===== config.mk =====
export PLATFORM = sky130hd
export DESIGN_NAME = tccu_top
export DESIGN_NICKNAME = d
export VERILOG_FILES = /design/src/hw/tccu_pkg.sv /design/src/hw/tccu_top.sv
export SDC_FILE = /design/constraint.sdc
export NUM_CORES = 1
export LEC_CHECK = 0
export ABC_AREA = 0
export ABC_CLOCK_PERIOD_IN_PS = 1650
export BUFFER_PORTS_ARGS = -buffer_cell sky130_fd_sc_hd__buf_4
export CORE_ASPECT_RATIO = 1.4
export CORE_MARGIN = 2
export CORE_UTILIZATION = 40
export DETAILED_ROUTE_END_ITERATION = 6
export PLACE_DENSITY = 0.79
export SYNTH_ARGS = -nofsm -noshare
export SYNTH_HDL_FRONTEND = slang
export SYNTH_SLANG_ARGS = --single-unit

===== constraint.sdc =====
create_clock -name clk_i -period 1.65 [get_ports clk_i]
set_clock_uncertainty 0.05 [all_clocks]
set_input_delay 0.33 -clock clk_i [delete_from_list [all_inputs] [get_ports clk_i]]
set_output_delay 0.33 -clock clk_i [all_outputs]
set_load 0.05 [all_outputs]

===== src/hw/tccu_pkg.sv =====
/*
  Constants of the timer capture/compare unit: register indices, field
  positions, mode codes and reset values.
  Assumes a 32-bit classic Wishbone bus with word-aligned registers.
*/
package tccu_pkg;

  ////////////////////////////////////////////////////////////////////////
  // Bus layout
  localparam int unsigned ADR_W   = 8;
  localparam int unsigned DAT_W   = 32;
  localparam int unsigned SEL_W   = 4;
  localparam int unsigned IDX_W   = 6;
  localparam int unsigned BYTE_W  = 8;

  // Register indices; byte address is four times the index
  localparam logic [IDX_W-1:0] IDX_PAIR_LOW  = 6'h15;
  localparam logic [IDX_W-1:0] IDX_PAIR_HIGH = 6'h16;
  localparam logic [IDX_W-1:0] IDX_CONTROL   = 6'h17;
  localparam logic [IDX_W-1:0] IDX_FLAG      = 6'h18;

  ////////////////////////////////////////////////////////////////////////
  // Control register fields
  localparam int unsigned MODE_W   = 4;
  localparam int unsigned MODE_LSB = 0;
  localparam int unsigned DUTY_W   = 2;
  localparam int unsigned DUTY_LSB = 4;
  localparam int unsigned CTRL_W   = 6;
  localparam int unsigned FLAG_BIT = 0;

  // Mode codes
  localparam logic [MODE_W-1:0] MODE_OFF       = 4'h0;
  localparam logic [MODE_W-1:0] MODE_CAP_FALL  = 4'h4;
  localparam logic [MODE_W-1:0] MODE_CAP_RISE  = 4'h5;
  localparam logic [MODE_W-1:0] MODE_CAP_RISE4 = 4'h6;
  localparam logic [MODE_W-1:0] MODE_CAP_RISE16= 4'h7;
  localparam logic [MODE_W-1:0] MODE_CMP_SET   = 4'h8;
  localparam logic [MODE_W-1:0] MODE_CMP_CLR   = 4'h9;
  localparam logic [MODE_W-1:0] MODE_CMP_SOFT  = 4'ha;
  localparam logic [MODE_W-1:0] MODE_CMP_SPEC  = 4'hb;
  localparam logic [1:0]        GRP_CAPTURE    = 2'h1;
  localparam logic [1:0]        GRP_COMPARE    = 2'h2;
  localparam logic [1:0]        GRP_PWM        = 2'h3;

  ////////////////////////////////////////////////////////////////////////
  // Prescaler and reset values
  localparam int unsigned       PRE_W     = 4;
  localparam logic [PRE_W-1:0]  PRE_LAST4 = 4'h3;
  localparam logic [PRE_W-1:0]  PRE_LAST16= 4'hf;
  localparam logic [PRE_W-1:0]  PRE_ZERO  = 4'h0;
  localparam logic [CTRL_W-1:0] CTRL_RST  = 6'h00;
  localparam logic [BYTE_W-1:0] PAIR_RST  = 8'h00;

endpackage


===== src/hw/tccu_top.sv =====
/*
  Timer capture/compare unit: 16-bit register pair and a control register
  behind a classic Wishbone slave, capture of the timer on pin edges with
  an edge prescaler, compare against the timer with pin action, software
  flag and special event trigger.
  Assumes a synchronous 16-bit timer count on the same clock and a pin
  level that already reflects any port latch drive onto the shared pin.
*/
// Notes on behaviour
// - Mode selects capture on falling, rising, fourth or sixteenth rising edge.
// - A capture copies the whole 16-bit timer count into the pair.
// - Each capture sets the flag; only software clears it.
// - A new capture overwrites an unread value with no overrun mark.
// - Prescaler counter held at zero when off, not capturing, or reset.
// - Switching between capture prescalers keeps the counter running.
// - Compare mode matches the pair to the timer and acts on equality.
// - Mode 1000 drives output high, 1001 low, both set the flag.
// - Mode 1010 sets only the flag, pin untouched.
// - Mode 1011 sets flag, resets timer, starts conversion if enabled.
// - Special event timer reset is apart from overflow; starts conversion.
// - Flag and pin action on a match happen in the same cycle.
// - Mode 0000 turns the unit off and clears prescaler and match state.
// - Modes 11xx hold duty low bits in control bits 5-4.
// - Control bits 7-6 read zero; bits 5-4 unused outside PWM.
// - Clearing only mode bit 0 from 1001 inverts the output until reset or a write of mode 0000.
// - Port latch writes seen on the pin may cause a capture.
// - Low pair half and the control register are read and write; the high half ignores writes in modes 11xx.
`timescale 1ns/10ps

module tccu_top
  import tccu_pkg::*;
(
  // Clock and reset
  input  wire logic                          clk_i,
  input  wire logic                          rst_i,
  // Wishbone slave
  input  wire logic                          cyc_i,
  input  wire logic                          stb_i,
  input  wire logic                          we_i,
  input  wire logic [tccu_pkg::ADR_W-1:0]    adr_i,
  input  wire logic [tccu_pkg::SEL_W-1:0]    sel_i,
  input  wire logic [tccu_pkg::DAT_W-1:0]    dat_i,
  output logic      [tccu_pkg::DAT_W-1:0]    dat_o,
  output logic                               ack_o,
  // Timer and converter
  input  wire logic [15:0]                   timer_count_i,
  input  wire logic                          conv_enable_i,
  output logic                               timer_reset_o,
  output logic                               conv_start_o,
  // Shared event pin
  input  wire logic                          pin_i,
  output logic                               compare_out_o,
  output logic                               compare_active_o,
  // Flag
  output logic                               unit_interrupt_flag_o
);

  import tccu_pkg::*;

  //////////////////////////////////////////////////////////////////////////
  // Registers
  logic [CTRL_W-1:0] ctrl_r;
  logic [CTRL_W-1:0] ctrl_nxt;
  logic [BYTE_W-1:0] pair_lo_r;
  logic [BYTE_W-1:0] pair_lo_nxt;
  logic [BYTE_W-1:0] pair_hi_r;
  logic [BYTE_W-1:0] pair_hi_nxt;
  logic              flag_r;
  logic              flag_nxt;
  logic [PRE_W-1:0]  pre_cnt_r;
  logic [PRE_W-1:0]  pre_cnt_nxt;
  logic              match_prev_r;
  logic              invert_r;
  logic              invert_nxt;
  logic              out_latch_r;
  logic              out_latch_nxt;
  logic              ack_r;
  logic [DAT_W-1:0]  rdata_r;
  logic [DAT_W-1:0]  rdata_nxt;
  logic              pin_s1_r;
  logic              pin_s2_r;
  logic              pin_s3_r;
  logic              treset_r;
  logic              conv_r;
  logic              active_r;
  logic              match_prev_nxt;
  logic              treset_nxt;
  logic              conv_nxt;
  logic              active_nxt;

  //////////////////////////////////////////////////////////////////////////
  // Bus decode
  wire logic [IDX_W-1:0]  idx      = adr_i[IDX_W+1:2];
  wire logic              req      = cyc_i & stb_i;
  wire logic              wr_take  = req & we_i & ack_r & sel_i[0];
  wire logic              sel_lo   = (idx == IDX_PAIR_LOW);
  wire logic              sel_hi   = (idx == IDX_PAIR_HIGH);
  wire logic              sel_ctl  = (idx == IDX_CONTROL);
  wire logic              sel_flg  = (idx == IDX_FLAG);
  wire logic              wr_lo    = wr_take & sel_lo;
  wire logic              wr_hi    = wr_take & sel_hi;
  wire logic              wr_ctl   = wr_take & sel_ctl;
  wire logic              wr_flg   = wr_take & sel_flg;
  wire logic [BYTE_W-1:0] wbyte    = dat_i[BYTE_W-1:0];

  //////////////////////////////////////////////////////////////////////////
  // Mode decode
  wire logic [MODE_W-1:0] mode     = ctrl_r[MODE_LSB +: MODE_W];
  wire logic [1:0]        grp      = mode[MODE_W-1 -: 2];
  wire logic              is_cap   = (grp == GRP_CAPTURE);
  wire logic              is_cmp   = (grp == GRP_COMPARE);
  wire logic              is_pwm   = (grp == GRP_PWM);
  wire logic [MODE_W-1:0] new_mode = wbyte[MODE_LSB +: MODE_W];
  wire logic              to_off   = wr_ctl & (new_mode == MODE_OFF);
  wire logic              to_zero  = wr_ctl & (wbyte[CTRL_W-1:0] == CTRL_RST);
  // Clearing only bit 0 out of clear-on-match
  wire logic              flip_out = wr_ctl & (mode == MODE_CMP_CLR)
                                     & (new_mode == MODE_CMP_SET);

  //////////////////////////////////////////////////////////////////////////
  // Pin edges from synchronised samples
  wire logic pin_rise = pin_s2_r & ~pin_s3_r;
  wire logic pin_fall = ~pin_s2_r & pin_s3_r;

  //////////////////////////////////////////////////////////////////////////
  // Capture event and prescaler
  wire logic pre_last = (mode == MODE_CAP_RISE4)  ? (pre_cnt_r == PRE_LAST4)
                      : (pre_cnt_r == PRE_LAST16);
  wire logic pre_mode = (mode == MODE_CAP_RISE4)
                      | (mode == MODE_CAP_RISE16);
  wire logic cap_evt  = ((mode == MODE_CAP_FALL) & pin_fall)
                      | ((mode == MODE_CAP_RISE) & pin_rise)
                      | (pre_mode & pin_rise & pre_last);

  // Counter runs only in prescaled capture; a switch between the two
  // prescaled modes keeps the count
  assign pre_cnt_nxt = (!is_cap || to_off)      ? PRE_ZERO
                     : (pre_mode && pin_rise)
                       ? (pre_last ? PRE_ZERO
                                   : pre_cnt_r + 4'h1)
                     : pre_cnt_r;

  //////////////////////////////////////////////////////////////////////////
  // Compare match
  wire logic equal    = ({pair_hi_r, pair_lo_r} == timer_count_i);
  wire logic match    = is_cmp & equal & ~match_prev_r;
  wire logic act_set  = match & (mode == MODE_CMP_SET);
  wire logic act_clr  = match & (mode == MODE_CMP_CLR);
  wire logic act_spec = match & (mode == MODE_CMP_SPEC);

  assign invert_nxt = to_off ? 1'b0
                    : (invert_r | flip_out);

  // Pin action; mode 1010 and 1011 leave the latch alone
  assign out_latch_nxt = (to_off || to_zero) ? 1'b0
                       : flip_out ? ~out_latch_r
                       : act_set  ? ~invert_r
                       : act_clr  ? invert_r
                       : out_latch_r;

  //////////////////////////////////////////////////////////////////////////
  // Flag: hardware set wins over a software clear
  wire logic flag_set = cap_evt | match;
  assign flag_nxt = flag_set ? 1'b1
                  : wr_flg   ? wbyte[FLAG_BIT]
                  : flag_r;

  //////////////////////////////////////////////////////////////////////////
  // Register writes; a capture overrides a same-cycle software write
  wire logic [15:0] cap_val = timer_count_i;
  assign pair_lo_nxt = cap_evt ? cap_val[BYTE_W-1:0]
                     : wr_lo   ? wbyte
                     : pair_lo_r;
  assign pair_hi_nxt = cap_evt ? cap_val[15:BYTE_W]
                     : (wr_hi && !is_pwm) ? wbyte
                     : pair_hi_r;
  // Bits 5-4 always stored; in every mode only the bus read data returns them
  assign ctrl_nxt    = wr_ctl ? wbyte[CTRL_W-1:0]
                     : ctrl_r;

  //////////////////////////////////////////////////////////////////////////
  // Read data
  wire logic [DAT_W-1:0] rd_lo  = {{(DAT_W-BYTE_W){1'b0}}, pair_lo_r};
  wire logic [DAT_W-1:0] rd_hi  = {{(DAT_W-BYTE_W){1'b0}}, pair_hi_r};
  wire logic [DAT_W-1:0] rd_ctl = {{(DAT_W-CTRL_W){1'b0}}, ctrl_r};
  wire logic [DAT_W-1:0] rd_flg = {{(DAT_W-1){1'b0}}, flag_r};
  assign rdata_nxt = sel_lo  ? rd_lo
                   : sel_hi  ? rd_hi
                   : sel_ctl ? rd_ctl
                   : sel_flg ? rd_flg
                   : '0;

  //////////////////////////////////////////////////////////////////////////
  // Bus handshake
  always_ff @(posedge clk_i) begin
    if (rst_i) begin
      ack_r <= 1'b0;
    end else begin
      ack_r <= req & ~ack_r;
    end
  end

  always_ff @(posedge clk_i) begin
    if (rst_i) begin
      rdata_r <= '0;
    end else begin
      rdata_r <= rdata_nxt;
    end
  end

  //////////////////////////////////////////////////////////////////////////
  // Synchroniser and edge history
  always_ff @(posedge clk_i) begin
    if (rst_i) begin
      pin_s1_r <= 1'b0;
      pin_s2_r <= 1'b0;
      pin_s3_r <= 1'b0;
    end else begin
      pin_s1_r <= pin_i;
      pin_s2_r <= pin_s1_r;
      pin_s3_r <= pin_s2_r;
    end
  end

  //////////////////////////////////////////////////////////////////////////
  // Control register
  always_ff @(posedge clk_i) begin
    if (rst_i) begin
      ctrl_r <= CTRL_RST;
    end else begin
      ctrl_r <= ctrl_nxt;
    end
  end

  //////////////////////////////////////////////////////////////////////////
  // Register pair
  always_ff @(posedge clk_i) begin
    if (rst_i) begin
      pair_lo_r <= PAIR_RST;
    end else begin
      pair_lo_r <= pair_lo_nxt;
    end
  end

  always_ff @(posedge clk_i) begin
    if (rst_i) begin
      pair_hi_r <= PAIR_RST;
    end else begin
      pair_hi_r <= pair_hi_nxt;
    end
  end

  //////////////////////////////////////////////////////////////////////////
  // Interrupt flag
  always_ff @(posedge clk_i) begin
    if (rst_i) begin
      flag_r <= 1'b0;
    end else begin
      flag_r <= flag_nxt;
    end
  end

  //////////////////////////////////////////////////////////////////////////
  // Prescaler counter
  always_ff @(posedge clk_i) begin
    if (rst_i) begin
      pre_cnt_r <= PRE_ZERO;
    end else begin
      pre_cnt_r <= pre_cnt_nxt;
    end
  end

  //////////////////////////////////////////////////////////////////////////
  // Match history and output latch
  assign match_prev_nxt = is_cmp & equal & ~to_off;

  always_ff @(posedge clk_i) begin
    if (rst_i) begin
      match_prev_r <= 1'b0;
    end else begin
      match_prev_r <= match_prev_nxt;
    end
  end

  always_ff @(posedge clk_i) begin
    if (rst_i) begin
      invert_r <= 1'b0;
    end else begin
      invert_r <= invert_nxt;
    end
  end

  always_ff @(posedge clk_i) begin
    if (rst_i) begin
      out_latch_r <= 1'b0;
    end else begin
      out_latch_r <= out_latch_nxt;
    end
  end

  //////////////////////////////////////////////////////////////////////////
  // Special event pulses; the timer reset is its own line, not overflow
  assign treset_nxt = act_spec;
  assign conv_nxt   = act_spec & conv_enable_i;
  assign active_nxt = (mode == MODE_CMP_SET) | (mode == MODE_CMP_CLR);

  always_ff @(posedge clk_i) begin
    if (rst_i) begin
      treset_r <= 1'b0;
    end else begin
      treset_r <= treset_nxt;
    end
  end

  always_ff @(posedge clk_i) begin
    if (rst_i) begin
      conv_r <= 1'b0;
    end else begin
      conv_r <= conv_nxt;
    end
  end

  always_ff @(posedge clk_i) begin
    if (rst_i) begin
      active_r <= 1'b0;
    end else begin
      active_r <= active_nxt;
    end
  end

  //////////////////////////////////////////////////////////////////////////
  // Outputs
  assign dat_o                 = rdata_r;
  assign ack_o                 = ack_r;
  assign timer_reset_o         = treset_r;
  assign conv_start_o          = conv_r;
  assign compare_out_o         = out_latch_r;
  assign compare_active_o      = active_r;
  assign unit_interrupt_flag_o = flag_r;

endmodule


==> impl_metrics.csv <==
group,metric,value,unit
die,rows,33,
layout,multi_input_area,0.001549,mm2
synthesis,synth_cells,276,
die,fp.dieW,70.36,um
layout,area_growth,41.70,%
cts,h-tree-depth,2,
run_status,violations,"negative setup slack",
power_and_ir_drop,ir_worst_vdd,0.3642,mV
worst_setup_path,crit_type,"flop to flop",
worst_setup_path,crit_family,"compound AO/OA/AOI/OAI gates",
layout,n_antenna_cell,0,
die,initial_core_util,41.77,%
worst_hold_path,hold_start,"conv_enable_i",
worst_setup_path,slowest_delay,0.37,ns
drt,wl,6771,um
global_route,grt_pass1_vias,2282,
global_route,track_usage,18.86,%
worst_hold_path,min_path_type,"primary input to flop",
place,place_congestion,0.8809,
die,dieArea,0.006818,mm2
power_and_ir_drop,leakage,0.001472,uW
synthesis,synth_edf_count,0,
die,die_h,96.91,um
drt,postRouteAntennaNets,0,
worst_setup_path,critPathLaunchType,"flop",
layout,fillers,516,
drt,drt_iter0_drc,101,
synthesis,syn_area,0.002466,mm2
sta,final_max_slew_viol_count,0,
drt,dr.pass1.iters,4,
sta,clock.fmax,0.5663,GHz
worst_setup_path,end_kind,"flop",
cts,clock_path_buffers,2,
worst_setup_path,reg2reg_from,"ctrl_r[3]",
synthesis,synth_area_per_cell,8.935,um2
cts,cts_tree,"done",
die,io_pins,105,
synthesis,ys_warn_count,0,
worst_setup_path,crit_buf_inv,1,
die,core_region_area,0.005904,mm2
synthesis,async_flop_share,0,%
place,io_buffers,51,
worst_setup_path,crit_chain,"and4bb_1 -> mux2i_2 -> a31oi_4 -> buf_12 -> a311oi_1",
power_and_ir_drop,powerDensity,676.2,mW/mm2
drt,post_drt_wl_per_cell,15.49,um
run,drv_cap,0,
layout,layout-drive-gt1-share,42.51,%
worst_setup_path,cp_max_fo,25,
power_and_ir_drop,power,2363,uW
synthesis,synth-seq-cells,45,
run_status,status,"finished with violations",
worst_setup_path,required,1.80,ns
sta,tns,-0.8032,ns
global_route,grt_max_degree,26,
global_route,grt_overflow,0,
cts,clock_sinks,45,
sta,rsz0062_at_grt,"yes",
worst_setup_path,critPathArrivalTime,1.92,ns
worst_setup_path,worst_path_max_delay_cell,"dfxtp_4",
drt,route.detailed.drc,0,
sta,finalSetupViolations,17,
cts,worstSkewPairLatency,0.31,ns
drt,vias_per_cell,5.256,
worst_setup_path,critPathLaunch,"ctrl_r[3]",
place,post-dp-hpwl,4784,um
global_route,grt_pass1_wl,10350,um
cts,cts_buffers,5,
cts,cts_root_buffer,"clkbuf_8",
cts,clk_pin_slew,0.09,ns
drt,vias,2297,
sta,hold_violations,0,
synthesis,ys_seq_area_share,36.53,%
cts,cts_hold_buf,0,
synthesis,ys_types,50,
sta,finalWorstSetupSlack,-0.1160,ns
sta,period_share,107.0,%
layout,seq_area,925.9,um2
synthesis,synth_flop_cell,"dfxtp_1",
sta,period_needed,1.766,ns
layout,nets,434,
global_route,antenna_found_initial,0,
-- stage by stage --
step	setup slack (ns)	area, um2	hold WS [ns]	cells	util (%)
finish	-0.1160	3495	0.1768	437	59.19
global route	-0.1707	3495	0.1758	437	59.19
CTS	-0.07706	3309	0.1735	433	56.05
detailed placement	-0.2725	3129	0.3688	424	53.00
global placement	-0.1950	3129	0.3601	424	53.00
floorplan	0.0003210	2579	0.3638	299	-
-- per-layer routing --
layer	vias up	wire length, um	track usage (%)	part of all wire [%]
li1	1108	-	-	-
met1	1096	2637	21.27	39
met2	72	3596	33.96	53
met3	21	290	3.125	4.3
met4	0	248	8.432	3.7
met5	-	0	0	0
-- sequential cells by signal (all words and copies together), names as in the netlist --
name / cells
ctrl_r: 6
timer_reset_o: 1
dat_o: 8
conv_start_o: 1
pin_s3_r: 1
pin_s1_r: 1
compare_active_o: 1
invert_r: 1
unit_interrupt_flag_o: 1
pre_cnt_r: 4
ack_o: 1
match_prev_r: 1
pair_hi_r: 8
pair_lo_r: 8
pin_s2_r: 1
compare_out_o: 1
-- placed cells by master, fill, tap and decap left out, drive strengths merged, types with 10 or more instances in the layout --
master,n
buf,96
a21oi,12
nor3,12
dfxtp,45
mux2i,17
conb,24
a311oi,10
xor2,16
nor2,32
a211oi,10
nand2,21
-- power breakdown --
| group | switching, uW | internal (uW) | leakage, uW | total, uW |
|---|---|---|---|---|
| registers | 2.17 | 1080 | 0.000370 | 1080 |
| logic | 221 | 103 | 0.00104 | 324 |
| clock network | 406 | 549 | 0.0000669 | 955 |
| total | 629 | 1730 | 0.00147 | 2360 |
-- cells in the mapped netlist (4+ instances only) --
cell	count	share of area, %
dfxtp_1	45	37
nor2_1	32	4.9
buf_4	26	7.9
nand2_1	20	3.0
mux2i_1	17	6.9
xor2_1	16	5.7
a21oi_1	12	2.4
nor3_1	10	2.0
a311oi_1	9	3.2
a211oi_1	8	2.4
o21ai_0	8	1.6
inv_1	5	0.76
nor2b_1	5	1.3
nor4_1	5	1.3
clkbuf_1	4	0.61
nand3b_1	4	1.2
-- worst register-to-register path, stage by stage, from the launching register on --
cell and delay, ns:
dfxtp_4 0.37, and4bb_1 0.30, mux2i_2 0.32, a31oi_4 0.16, buf_12 0.19, a311oi_1 0.27
-- path summary, 6_finish.rpt --
kind,end,slack (ns),cells after the start
worst max register to register,pair_lo_r[1],-0.12,5
worst min register to register,ack_o,0.38,1
worst min-delay path,conv_start_o,0.18,2
worst max-delay path,pair_lo_r[1],-0.12,5
-- layout make-up --
| cell class | instances | share of cell area [%] |
|---|---|---|
| clock buffer | 6 | 2.685 |
| inverter | 5 | 0.5371 |
| tap | 70 | 2.506 |
| multi-input combinational | 213 | 44.33 |
| sequential | 45 | 26.49 |
| timing repair buffer | 96 | 22.34 |
| clock inverter | 2 | 1.110 |
-- kinds of logic (layout without fill, tap and decap cells) --
kind of cell	after synthesis	in the layout	synth area share (%)
fa+ha+maj	1	1	0.5073
other cells	1	24	0.1521
simple gates	103	103	23.24
flops	45	45	36.53
compound gates	51	51	15.42
buf+inv	41	109	11.21
mux	17	17	6.900
xor+xnor	17	17	6.037
-- timing repair --
item / CTS / global route
setup endpoints to repair: 20 / 23
pin swaps: 8 / 16
buffers inserted: 1 / 4
gates resized for setup: 9 / 38
Note: power is estimated with default switching activity, not from simulation.
